$ cat src/design/pdhp_pkg.sv
// shared constants and types for the parallel converter host port
package pdhp_pkg;
    localparam int CLK_MHZ = 10;
    // pin timing in ns, cycles rounded up (least times)
    localparam int T_WR_LOW_NS = 20;
    localparam int T_RD_LOW_NS = 40;
    localparam int T_SEL_HIGH_NS = 80;
    localparam int T_LOAD_SETUP_NS = 10;
    localparam int T_LOAD_TO_SEL_NS = 50;
    localparam int T_LOAD_PHASE_NS = 40;
    localparam int T_RESET_LEVEL_SELECT_HOLD_NS = 20;
    localparam int T_RST_PHASE_NS = 40;
    localparam int T_DIR_SETUP_NS = 30;
    localparam int T_DATA_OUT_NS = 80;
    localparam int T_DATA_HOLD_NS = 15;
    function automatic int ns2cyc(input int ns);
        int c;
        c = (ns * CLK_MHZ + 999) / 1000;
        return (c < 1) ? 1 : c;
    endfunction
    localparam int C_WR_LOW = ns2cyc(T_WR_LOW_NS);
    // read low time also covers data-out delay plus two sync flops
    localparam int C_RD_LOW = ns2cyc(T_RD_LOW_NS + T_DATA_OUT_NS) + 2;
    localparam int C_SEL_HIGH = ns2cyc(T_SEL_HIGH_NS);
    localparam int C_LOAD_SETUP = ns2cyc(T_LOAD_SETUP_NS);
    localparam int C_LOAD_TO_SEL = ns2cyc(T_LOAD_TO_SEL_NS);
    localparam int C_LOAD_PHASE = ns2cyc(T_LOAD_PHASE_NS);
    localparam int C_RESET_LEVEL_SELECT_HOLD = ns2cyc(T_RESET_LEVEL_SELECT_HOLD_NS);
    localparam int C_RST_PHASE = ns2cyc(T_RST_PHASE_NS);
    localparam int C_DIR_SETUP = ns2cyc(T_DIR_SETUP_NS);
    localparam int C_DATA_HOLD = ns2cyc(T_DATA_HOLD_NS);

    // register offsets (byte addresses)
    localparam logic [3:0] REG_CTRL = 4'h0;
    localparam logic [3:0] REG_WDATA = 4'h4;
    localparam logic [3:0] REG_CMD = 4'h8;
    localparam logic [3:0] REG_STAT = 4'hC;
    // ctrl fields
    localparam int CTRL_FMT = 0;
    localparam int CTRL_RSEL = 1;
    localparam int CTRL_PD0 = 2;
    localparam int CTRL_PD1 = 3;
    localparam int CTRL_TIED = 4;
    localparam logic [4:0] CTRL_RESET = 5'h00;
    // cmd fields (write one to start)
    localparam int CMD_WRITE = 0;
    localparam int CMD_READ = 1;
    localparam int CMD_LOAD = 2;
    localparam int CMD_ORST = 3;
    localparam logic [15:0] WDATA_RESET = 16'h0000;

    typedef enum {
        PDHP_IDLE, PDHP_WR, PDHP_RD_SETUP, PDHP_RD, PDHP_HOLD,
        PDHP_LD_WAIT, PDHP_LD_HI, PDHP_LD_LO, PDHP_RS_HI, PDHP_RS_LO,
        PDHP_GAP
    } pdhp_state_t;

    typedef struct packed {
        logic sel_n;
        logic dir;
        logic load;
        logic orst;
        logic [15:0] dout;
        logic dout_oe;
    } pdhp_pins_t;

    typedef struct packed {
        logic [31:0] dat;
        logic ack;
    } pdhp_wb_resp_t;

    typedef struct packed {
        pdhp_state_t st;
        logic [7:0] cnt;
        logic [7:0] gap;
        logic [4:0] ctrl;
        logic [15:0] wdata;
        logic [15:0] rdata;
        logic [3:0] cmd;
        logic rd_done;
        pdhp_pins_t pins;
        pdhp_wb_resp_t wb;
        logic [15:0] din_s1;
        logic [15:0] din_s2;
    } pdhp_state_s_t;
endpackage

$ cat src/design/pdhp_host.sv
// host-side controller driving the parallel converter pins
// Operation
// - 16-bit two-way data bus, bit 15 MSB
// - select active low frames each access
// - write: direction low, select low 20 ns
// - read: direction high, select low 40 ns
// - select high 80 ns between accesses
// - load rise 10 ns after write select fall
// - wait 50 ns after load before select
// - load low and high phases 40 ns
// - hold reset level 20 ns after rise
// - output reset phases 40 ns each
// - tied mode: select, direction low, pulse load
//
// The register offsets and the Wishbone slave port were decided locally.
`timescale 1ns/100ps
module pdhp_host (
    input wire logic clk_i,
    input wire logic rst_i,
    input wire logic wb_cyc_i,
    input wire logic wb_stb_i,
    input wire logic wb_we_i,
    input wire logic [3:0] wb_adr_i,
    input wire logic [3:0] wb_sel_i,
    input wire logic [31:0] wb_dat_i,
    output logic [31:0] wb_dat_o,
    output logic wb_ack_o,
    output logic sel_n_o,
    output logic dir_o,
    output logic load_strobe_o,
    output logic out_reset_o,
    output logic reset_level_select_o,
    output logic code_format_select_o,
    output logic powerdown_sel0_o,
    output logic powerdown_sel1_o,
    input wire logic [15:0] data_bus_i,
    output logic [15:0] data_bus_o,
    output logic [15:0] data_bus_oe_o
);
    pdhp_pkg::pdhp_state_s_t s_r;
    pdhp_pkg::pdhp_state_s_t s_nxt;

    function automatic logic [7:0] cyc8(input int n);
        return n[7:0];
    endfunction

    logic req;
    logic busy;
    assign req = wb_cyc_i && wb_stb_i && !s_r.wb.ack;
    assign busy = (s_r.st != pdhp_pkg::PDHP_IDLE) || (s_r.cmd != 4'h0);

    always_comb begin
        s_nxt = s_r;
        s_nxt.wb.ack = 1'b0;
        // second flop only reads first flop
        s_nxt.din_s1 = data_bus_i;
        s_nxt.din_s2 = s_r.din_s1;
        if (s_r.gap != 8'h00) begin
            s_nxt.gap = s_r.gap - 8'h01;
        end
        if (req) begin
            s_nxt.wb.ack = 1'b1;
            s_nxt.wb.dat = 32'h0000_0000;
            case (wb_adr_i)
                pdhp_pkg::REG_CTRL: begin
                    s_nxt.wb.dat = {27'h000_0000, s_r.ctrl};
                    if (wb_we_i && wb_sel_i[0]) begin
                        s_nxt.ctrl = wb_dat_i[4:0];
                    end
                end
                pdhp_pkg::REG_WDATA: begin
                    s_nxt.wb.dat = {16'h0000, s_r.wdata};
                    if (wb_we_i && wb_sel_i[0]) begin
                        s_nxt.wdata[7:0] = wb_dat_i[7:0];
                    end
                    if (wb_we_i && wb_sel_i[1]) begin
                        s_nxt.wdata[15:8] = wb_dat_i[15:8];
                    end
                end
                pdhp_pkg::REG_CMD: begin
                    // commands while busy are dropped
                    if (wb_we_i && wb_sel_i[0] && !busy) begin
                        s_nxt.cmd = wb_dat_i[3:0];
                    end
                end
                pdhp_pkg::REG_STAT: begin
                    s_nxt.wb.dat = {s_r.rdata, 14'h0000, s_r.rd_done, busy};
                end
                default: begin
                    s_nxt.wb.dat = 32'h0000_0000;
                end
            endcase
        end
        if (s_r.cnt != 8'h00) begin
            s_nxt.cnt = s_r.cnt - 8'h01;
        end
        case (s_r.st)
            pdhp_pkg::PDHP_IDLE: begin
                s_nxt.pins.dout = s_r.wdata;
                if (s_r.ctrl[pdhp_pkg::CTRL_TIED]) begin
                    // tied mode: select and direction held low
                    s_nxt.pins.sel_n = 1'b0;
                    s_nxt.pins.dir = 1'b0;
                    s_nxt.pins.dout_oe = 1'b1;
                end else begin
                    s_nxt.pins.sel_n = 1'b1;
                    s_nxt.pins.dout_oe = 1'b0;
                end
                if (s_r.cmd[pdhp_pkg::CMD_WRITE] && s_r.gap == 8'h00) begin
                    s_nxt.cmd[pdhp_pkg::CMD_WRITE] = 1'b0;
                    s_nxt.pins.dir = 1'b0;
                    s_nxt.pins.dout_oe = 1'b1;
                    if (s_r.ctrl[pdhp_pkg::CTRL_TIED]) begin
                        // data change in tied mode is the write
                        s_nxt.cnt = cyc8(pdhp_pkg::C_LOAD_SETUP);
                        s_nxt.st = pdhp_pkg::PDHP_LD_WAIT;
                    end else begin
                        // select falls with data already stable
                        s_nxt.pins.sel_n = 1'b0;
                        s_nxt.cnt = cyc8(pdhp_pkg::C_WR_LOW);
                        s_nxt.st = pdhp_pkg::PDHP_WR;
                    end
                end else if (s_r.cmd[pdhp_pkg::CMD_READ] && s_r.gap == 8'h00
                        && !s_r.ctrl[pdhp_pkg::CTRL_TIED]) begin
                    s_nxt.cmd[pdhp_pkg::CMD_READ] = 1'b0;
                    s_nxt.pins.dir = 1'b1;
                    s_nxt.pins.dout_oe = 1'b0;
                    s_nxt.rd_done = 1'b0;
                    s_nxt.cnt = cyc8(pdhp_pkg::C_DIR_SETUP);
                    s_nxt.st = pdhp_pkg::PDHP_RD_SETUP;
                end else if (s_r.cmd[pdhp_pkg::CMD_READ]) begin
                    s_nxt.cmd[pdhp_pkg::CMD_READ] = s_r.ctrl[pdhp_pkg::CTRL_TIED]
                        ? 1'b0 : 1'b1;
                end else if (s_r.cmd[pdhp_pkg::CMD_LOAD] && s_r.gap == 8'h00) begin
                    // load works whether or not select is low
                    s_nxt.cmd[pdhp_pkg::CMD_LOAD] = 1'b0;
                    // only after the write and its gap are over
                    s_nxt.pins.load = 1'b1;
                    s_nxt.cnt = cyc8(pdhp_pkg::C_LOAD_PHASE);
                    s_nxt.st = pdhp_pkg::PDHP_LD_HI;
                end else if (s_r.cmd[pdhp_pkg::CMD_ORST]) begin
                    s_nxt.cmd[pdhp_pkg::CMD_ORST] = 1'b0;
                    s_nxt.pins.orst = 1'b1;
                    s_nxt.cnt = cyc8(pdhp_pkg::C_RST_PHASE);
                    s_nxt.st = pdhp_pkg::PDHP_RS_HI;
                end
            end
            pdhp_pkg::PDHP_WR: begin
                // select low at least the write width
                if (s_r.cnt == 8'h01) begin
                    s_nxt.pins.sel_n = 1'b1;
                    s_nxt.cnt = cyc8(pdhp_pkg::C_DATA_HOLD);
                    s_nxt.st = pdhp_pkg::PDHP_HOLD;
                end
            end
            pdhp_pkg::PDHP_RD_SETUP: begin
                if (s_r.cnt == 8'h01) begin
                    s_nxt.pins.sel_n = 1'b0;
                    s_nxt.cnt = cyc8(pdhp_pkg::C_RD_LOW);
                    s_nxt.st = pdhp_pkg::PDHP_RD;
                end
            end
            pdhp_pkg::PDHP_RD: begin
                // sample after the read width plus sync delay
                if (s_r.cnt == 8'h01) begin
                    s_nxt.rdata = s_r.din_s2;
                    s_nxt.rd_done = 1'b1;
                    s_nxt.pins.sel_n = 1'b1;
                    s_nxt.cnt = cyc8(pdhp_pkg::C_DATA_HOLD);
                    s_nxt.st = pdhp_pkg::PDHP_HOLD;
                end
            end
            pdhp_pkg::PDHP_HOLD: begin
                // direction and data held past select rise
                if (s_r.cnt == 8'h01) begin
                    s_nxt.pins.dout_oe = 1'b0;
                    s_nxt.pins.dir = 1'b0;
                    s_nxt.gap = cyc8(pdhp_pkg::C_SEL_HIGH);
                    s_nxt.st = pdhp_pkg::PDHP_IDLE;
                end
            end
            pdhp_pkg::PDHP_LD_WAIT: begin
                if (s_r.cnt == 8'h01) begin
                    s_nxt.st = pdhp_pkg::PDHP_IDLE;
                end
            end
            pdhp_pkg::PDHP_LD_HI: begin
                if (s_r.cnt == 8'h01) begin
                    s_nxt.pins.load = 1'b0;
                    s_nxt.cnt = cyc8(pdhp_pkg::C_LOAD_PHASE);
                    s_nxt.st = pdhp_pkg::PDHP_LD_LO;
                end
            end
            pdhp_pkg::PDHP_RS_HI: begin
                // high phase covers the level hold too
                if (s_r.cnt == 8'h01) begin
                    s_nxt.pins.orst = 1'b0;
                    s_nxt.cnt = cyc8(pdhp_pkg::C_RST_PHASE);
                    s_nxt.st = pdhp_pkg::PDHP_RS_LO;
                end
            end
            pdhp_pkg::PDHP_LD_LO, pdhp_pkg::PDHP_RS_LO,
            pdhp_pkg::PDHP_GAP: begin
                if (s_r.cnt == 8'h01) begin
                    s_nxt.st = pdhp_pkg::PDHP_IDLE;
                end
            end
            default: begin
                s_nxt.st = pdhp_pkg::PDHP_IDLE;
            end
        endcase
        // load-to-select spacing already exceeded by low phase
    end

    always_ff @(posedge clk_i) begin
        if (rst_i) begin
            s_r.st <= pdhp_pkg::PDHP_IDLE;
            s_r.cnt <= 8'h00;
            s_r.gap <= 8'h00;
            s_r.ctrl <= pdhp_pkg::CTRL_RESET;
            s_r.wdata <= pdhp_pkg::WDATA_RESET;
            s_r.rdata <= 16'h0000;
            s_r.cmd <= 4'h0;
            s_r.rd_done <= 1'b0;
            s_r.pins <= '{sel_n: 1'b1, dir: 1'b0, load: 1'b0, orst: 1'b0,
                dout: 16'h0000, dout_oe: 1'b0};
            s_r.wb <= '{dat: 32'h0000_0000, ack: 1'b0};
            s_r.din_s1 <= 16'h0000;
            s_r.din_s2 <= 16'h0000;
        end else begin
            s_r <= s_nxt;
        end
    end

    assign wb_dat_o = s_r.wb.dat;
    assign wb_ack_o = s_r.wb.ack;
    assign sel_n_o = s_r.pins.sel_n;
    assign dir_o = s_r.pins.dir;
    assign load_strobe_o = s_r.pins.load;
    assign out_reset_o = s_r.pins.orst;
    // level held steady by register while reset strobe runs
    assign reset_level_select_o = s_r.ctrl[pdhp_pkg::CTRL_RSEL];
    assign code_format_select_o = s_r.ctrl[pdhp_pkg::CTRL_FMT];
    assign powerdown_sel0_o = s_r.ctrl[pdhp_pkg::CTRL_PD0];
    assign powerdown_sel1_o = s_r.ctrl[pdhp_pkg::CTRL_PD1];
    assign data_bus_o = s_r.pins.dout;
    assign data_bus_oe_o = {16{s_r.pins.dout_oe}};
endmodule // pdhp_host

$ cat config.mk
export PLATFORM = sky130hd
export DESIGN_NAME = pdhp_host
export DESIGN_NICKNAME = d
export VERILOG_FILES = /design/src/design/pdhp_pkg.sv /design/src/design/pdhp_host.sv
export SDC_FILE = /design/constraint.sdc
export NUM_CORES = 1
export LEC_CHECK = 0
export ABC_AREA = 1
export BUFFER_PORTS_ARGS = -buffer_cell sky130_fd_sc_hd__buf_2
export CAP_MARGIN = 5
export CORE_ASPECT_RATIO = 1.75
export CORE_MARGIN = 10
export CORE_UTILIZATION = 30
export CTS_BUF_LIST = sky130_fd_sc_hd__clkbuf_4 sky130_fd_sc_hd__clkbuf_8 sky130_fd_sc_hd__clkbuf_16
export DETAILED_ROUTE_END_ITERATION = 6
export SLEW_MARGIN = 10
export SYNTH_ARGS = -nofsm -noshare
export SYNTH_HDL_FRONTEND = slang
export SYNTH_SLANG_ARGS = --single-unit
$ cat constraint.sdc
create_clock -name clk_i -period 2.07 [get_ports clk_i]
set_clock_uncertainty 0.05 [all_clocks]
set_input_delay 0.1035 -clock clk_i [delete_from_list [all_inputs] [get_ports clk_i]]
set_output_delay 0.1035 -clock clk_i [all_outputs]
set_load 0.01 [all_outputs]
==> metrics.md, run 1 <==
| Metric | Value |
|---|---|
| Status | completed |
| Hold_sp | wb_stb_i |
| Max-slew violation count | 0 |
| All-Layer GR Usage | 11.9% |
| Overall Power | 0.00763 W |
| Worst-Margin Slew | 0.761 ns |
| Die height | 212 um |
| WL per Instance | 13.8 um |
| RSZ-0062 raised after global routing | no |
| Max incr delay on CP | 0.31 ns |
| Rows | 70 |
| Post-Synth Simple-Gate Area | 18.6% |
| CP Max Fanout | 7 |
| Gate Count Post-Synth | 805 |
| ANT cells | 0 |
| Vias | 5169 |
| Setup WS pre-CTS | 0.306 ns |
| Adder-Cell Fraction of Synth Area | 0.795% |
| Cell taking the most area after synthesis | dfxtp_1 |
| Top-level I/O count | 134 |
| Final hold viol count | 0 |
| Clock Power Share | 37.9% |
| Core Region | 20800 um2 |
| CP Data Arrival Time | 2.03 ns |
| Register area share after synthesis | 47.1% |
| Syn Std Cell Area | 6290 um2 |
| CTS Buf Count | 17 |
| Peak VDD IR | 0.405 mV |
| Final setup fails | 0 |
| Sequential Power Share | 42.1% |
| Max-cap violations | 0 |
| Yosys cell types | 39 |
| CTS clk-pin slew, worst paths | 0.07 ns |
| EDFF count, synth | 0 |
| Crit path max-delay cell type | dfxtp_1 |
| Worst path top cell family by delay | simple AND/OR/NAND/NOR gates |
| Post-synthesis compound-gate area fraction | 15.9% |
| R2r setup slk | 0.31 ns |
| Final design area excluding fillers | 7530 um2 |
| Root buffer cell | clkbuf_16 |
| Pwr dens | 1010 nW/um2 |
| WL final | 15.9 mm |
| Initial antenna violation count | 0 |
| Remaining antenna violation count after routing | 0 |
| Sink Count | 148 |
| Pint | 0.00535 W |
| H-tree depth | 4 |
| PortBufs | 115 |
| Worst Setup EP | sel_n_o |
| Layout net count | 952 |
| Yosys Warn Count | 0 |
| Synth Area in XOR/XNOR | 1.25% |
| Comb power frac | 20.0% |
| Placed Area | 6630 um2 |
| Post-synth top area share | 47.1% |
| Crit. End Element | flip-flop |
| Avg Synthesized Cell Area | 7.82 um2 |
| Cell Chain, Critical Path | inv_1 -> ha_1 -> nand2_1 -> nor2_2 -> nand2_2 -> o21ai_2 -> o21ai_0 -> or2_1 |
| Synth Register Bits | 148 |
| P_sw | 0.00228 W |
| Placer Congestion | 0.897 |
| Tcrit/Tclk final | 85.2% |
| Vias in the first global route | 5139 |
| Setup ws final | 0.307 ns |
| First DRT Iteration DRCs | 205 |
| Required time of the critical path | 2.34 ns |
| RR Endpoint | sel_n_o |
| FMAX | 0.567 GHz |
| Avg Vias per Cell | 4.49 |
| Clk buf depth | 2 |
| CTS tree | yes |
| Pre-Repair DR Iteration Count | 4 |
| Path depth of the worst reg2reg path | 8 |
| Mapped Nets | 870 |
| Initial Util | 30.3% |
| Switching Share | 29.8% |
| Leakage | 3.41 nW |
| Post-route DRC | 0 |
| FFs w/ async S/R, synth | 0% |
| Synth area leaders | dfxtp_1 47%, buf_4 7.9%, a21oi_1 7.4% |
| R2r startpoint | s_r[128] |
| Fraction of layout cells with a size suffix above 1 | 21.7% |
| Total grt overflow | 0 |
| CP startpoint kind | flip-flop |
| Levels on crit path | 8 |
| Worst Hold Class | primary input to flip-flop |
| P&R area growth vs syn | 19.6% |
| Tmin final | 1.76 ns |
| Ys flop type | dfxtp_1 |
| Crit path kind | flip-flop to flip-flop |
| Dpl hpwl | 11.4 mm |
| Placed Cells | 1086 |
| First-pass GRT wire length | 25.6 mm |
| Setup_tns | 0 ns |
| Worst Setup SP | s_r[128] |
| Clk Latency, worst-skew pair | 0.42 ns |
| CP bufs+invs | 1 |
| Largest net degree at the start of global routing | 70 |
| Finished Layout Cells | 1152 |
| Die ar. | 27400 um2 |
| Chip Width | 130 um |
| Post-synthesis mux area share | 0% |
| Main combinational cell family by area after synthesis | simple AND/OR/NAND/NOR gates |
| Slew HR | 49.3% |
[metrics by stage]
step / hold slack (ns) / util (%)
floorplan: 0.160 / -
global route: 0.121 / 36.3
global placement: 0.254 / 31.9
detailed placement: 0.261 / 31.9
CTS: 0.0889 / 36.3
finish: 0.0969 / 36.3
[how the worst min path moves through the flow]
stage,end,slack (ns),cells past startpoint
6_report,wb_dat_o[4],0.1,4
5_1_grt,dir_o,0.12,4
4_1_cts,wb_dat_o[4],0.09,4
3_5_place_dp,s_nxt[11],0.26,3
3_3_place_gp,s_nxt[8],0.25,3
2_1_floorplan,s_nxt[0],0.16,2
[sequential cells by signal, summed over array words and instances, names as in the netlist, 16 cells and up]
signal	flops
wb_dat_o	32
s_r	74
data_bus_o	16
s_nxt	16
[cell usage after synthesis, types with 4 or more instances]
cell type    n
dfxtp_1    148
nand2_1    124
inv_1       98
a21oi_1     93
nor2_1      74
o21ai_0     70
buf_4       66
nand3_1     18
clkbuf_1    16
o211ai_1    15
nor2_2      10
xor2_1       9
buf_2        8
nor3_1       7
nor2_4       6
nand2_2      5
o21ai_1      5
ha_1         4
[worst min-delay path: cells and delay by family]
family                 cells  cell delay (ns)
AO/OA/AOI/OAI              1             0.05
buffers and inverters      1             0.10
AND/OR/NAND/NOR            2             0.27
[layout by cell type, fill, tap and decap left out, types with 7 or more instances in the layout]
cell           synthesis  layout
nor2_2                10      10
dfxtp_1              148     148
dlygate4sd3_1          0      34
nor2_1                74      74
nor3_1                 7       7
a21oi_1               93      93
o21ai_0               70      70
o211ai_1              15      15
inv_1                 98      96
nand3_1               18      18
buf_4                 66       8
xor2_1                 9       9
nand2_1              124     124
clkinv_2               1       7
buf_2                  8     115
clkbuf_16              0      17
[area by class of cell]
cell class,count,area [um2]
Clock buffer,19,447
Clock inverter,13,110
Multi-Input combinational cell,459,2300
Timing Repair Buffer,158,996
Fill cell,2168,13200
Inverter,103,393
Tap cell,252,315
Sequential cell,148,2960
[cell families after synthesis]
kind of cell    Yosys count
buf+inv                 198
flops                   148
simple gates            257
compound gates          189
fa+ha+maj                 4
xor+xnor                  9
[power groups by stage]
stage          clock (W)  combinational [W]  sequential (W)
6_report         0.00289            0.00153         0.00321
5_1_grt          0.00308            0.00175         0.00324
4_1_cts          0.00298            0.00156         0.00321
3_5_place_dp           0            0.00150         0.00327
3_3_place_gp           0            0.00148         0.00327
2_1_floorplan          0            0.00124         0.00325
[layer usage]
layer  GRT usage, %  vias to the layer above  part of all wire [%]
met2           21.3                      129                    52
met3           2.98                       25                   5.3
met1           12.3                     2354                    40
met4           6.19                        0                   2.9
li1               -                     2661                     -
met5              0                        -                     0
[what timing repair did]
action,4_1_cts,5_1_grt
endpoints found under the setup margin,0,0
buffers inserted,0,0
gates resized for setup,0,0
endpoints found under the hold margin,41,0
hold buffers,34,0
(Power assumes the default switching activity.)
==> inputs of run 2 (changes only) <==
CELL_PAD_IN_SITES_DETAIL_PLACEMENT = 1   (was default)
CELL_PAD_IN_SITES_GLOBAL_PLACEMENT = 2   (was default)
PLACE_DENSITY_LB_ADDON = 0.1   (was default)
==> run 2 against run 1 <==
  * Final cell count shrank 0.17%
  * Power is 6.6% higher
  * Non-clock buffer count fell by 2
  * Clock-buffer cell count up 1
  * Hold slack got worse by 0.012 ns
  * Fmax decreased by 2.5%
  * Critical endpoint unchanged
==> metrics.md, run 2 (synthesis gave the netlist of run 1 again) <==
| Metric | Value |
|---|---|
| Initial antenna violation count | 0 |
| CP startpoint kind | flip-flop |
| Layout net count | 950 |
| Post-route DRC | 0 |
| Setup ws final | 0.262 ns |
| Max-cap violations | 0 |
| Pwr dens | 1070 nW/um2 |
| PortBufs | 115 |
| First DRT Iteration DRCs | 178 |
| Tcrit/Tclk final | 87.3% |
| Initial Util | 30.3% |
| Root buffer cell | clkbuf_16 |
| Hold_ws | 0.0852 ns |
| Crit. End Element | flip-flop |
| CP Data Arrival Time | 2.08 ns |
| WL final | 18.0 mm |
| Max reg flops | 74 |
| Peak VDD IR | 0.482 mV |
| Final design area excluding fillers | 7610 um2 |
| Status | completed |
| ANT cells | 0 |
| Required time of the critical path | 2.34 ns |
| WL per Instance | 15.7 um |
| Final hold viol count | 0 |
| Avg Vias per Cell | 4.55 |
| All-Layer GR Usage | 13.7% |
| R2r setup slk | 0.26 ns |
| Worst-Margin Slew | 0.800 ns |
| H-tree depth | 4 |
| CP Max Fanout | 7 |
| Die height | 212 um |
| Register area | 2960 um2 |
| P&R area growth vs syn | 20.8% |
| Total grt overflow | 0 |
| Die ar. | 27400 um2 |
| Commonest cells after routing, fill and taps aside | 148 x dfxtp_1, 124 x nand2_1, 115 x buf_2, 96 x inv_1, 93 x a21oi_1 |
| Core Region | 20800 um2 |
| Largest net degree at the start of global routing | 70 |
| Placer Congestion | 0.778 |
| Leakage | 3.44 nW |
| Clk buf depth | 2 |
| RSZ-0062 raised after global routing | no |
| FMAX | 0.553 GHz |
| Vias in the first global route | 5565 |
| Filler Cell Count | 2519 |
| Most common cell after layout, fill and taps aside | dfxtp_1 |
| Worst Hold Class | primary input to flip-flop |
| Setup WS pre-CTS | 0.158 ns |
| Final setup fails | 0 |
| Top reg by flops | s_r |
| CTS Buf Count | 17 |
| CTS tree | yes |
| Rows | 70 |
| Placed Area | 6640 um2 |
| Crit path kind | flip-flop to flip-flop |
| Remaining antenna violation count after routing | 0 |
| First-pass GRT wire length | 29.1 mm |
| Max-slew violation count | 0 |
| Slew HR | 46.6% |
| CTS clk-pin slew, worst paths | 0.06 ns |
| Sink Count | 148 |
| Vias | 5231 |
| Top-level I/O count | 134 |
| Area of the multi-input gates | 2310 um2 |
| Overall Power | 0.00813 W |
| Pre-Repair DR Iteration Count | 4 |
| Setup_tns | 0 ns |
| Chip Width | 130 um |
| Dpl hpwl | 13.5 mm |
| Clk Latency, worst-skew pair | 0.43 ns |
| Tmin final | 1.81 ns |
| Fraction of layout cells with a size suffix above 1 | 21.6% |
## run 2: through the flow
stage	util (%)	instances
detailed placement	32.0	1086
CTS	36.6	1150
finish	36.6	1150
global route	36.6	1150
floorplan	-	805
global placement	32.0	1086
## run 2: what timing repair did
action                                  in CTS  in global routing
resized for setup                            0                  2
endpoints found under the setup margin       0                  9
hold endpoints to repair                    39                  0
hold buffers                                32                  0
setup buffers                                0                  0
## run 2: critical path: stages (launching register included)
cell and delay (ns):
dfxtp_1 0.31, inv_1 0.09, ha_1 0.20, nand2_1 0.10
nor2_2 0.18, nand2_2 0.17, o21ai_4 0.20, o21ai_0 0.14
or2_1 0.25
## run 2: cell type report
type	instances	area share (%)
tap	252	4.15
timing repair buffer	156	13.0
clock buffer	20	5.97
clock inverter	12	2.34
inverter	103	5.17
multi-input combinational	459	30.4
sequential	148	39.0
## run 2: power by group
group | switching (W) | total [W] | internal, W
sequential | 0.000149 | 0.00322 | 0.00307
combinational | 0.00101 | 0.00160 | 0.000589
clock | 0.00124 | 0.00332 | 0.00208
## run 2: routing by layer
metal,up-vias,part of all wire (%),wire length [um],track usage [%]
li1,2657,-,-,-
met1,2456,39,6980,13.7
met2,95,55,9860,25.7
met3,23,4.7,850,3.63
met4,0,1.9,347,5.69
met5,-,0,0,0
## run 2: worst paths after layout
path,end,from,depth (start not counted)
setup / recovery,sel_n_o,s_r[128],8
hold / removal,s_r[128],rst_i,4
setup reg to reg,sel_n_o,s_r[128],8
hold reg to reg,s_r[5],s_nxt[5],2
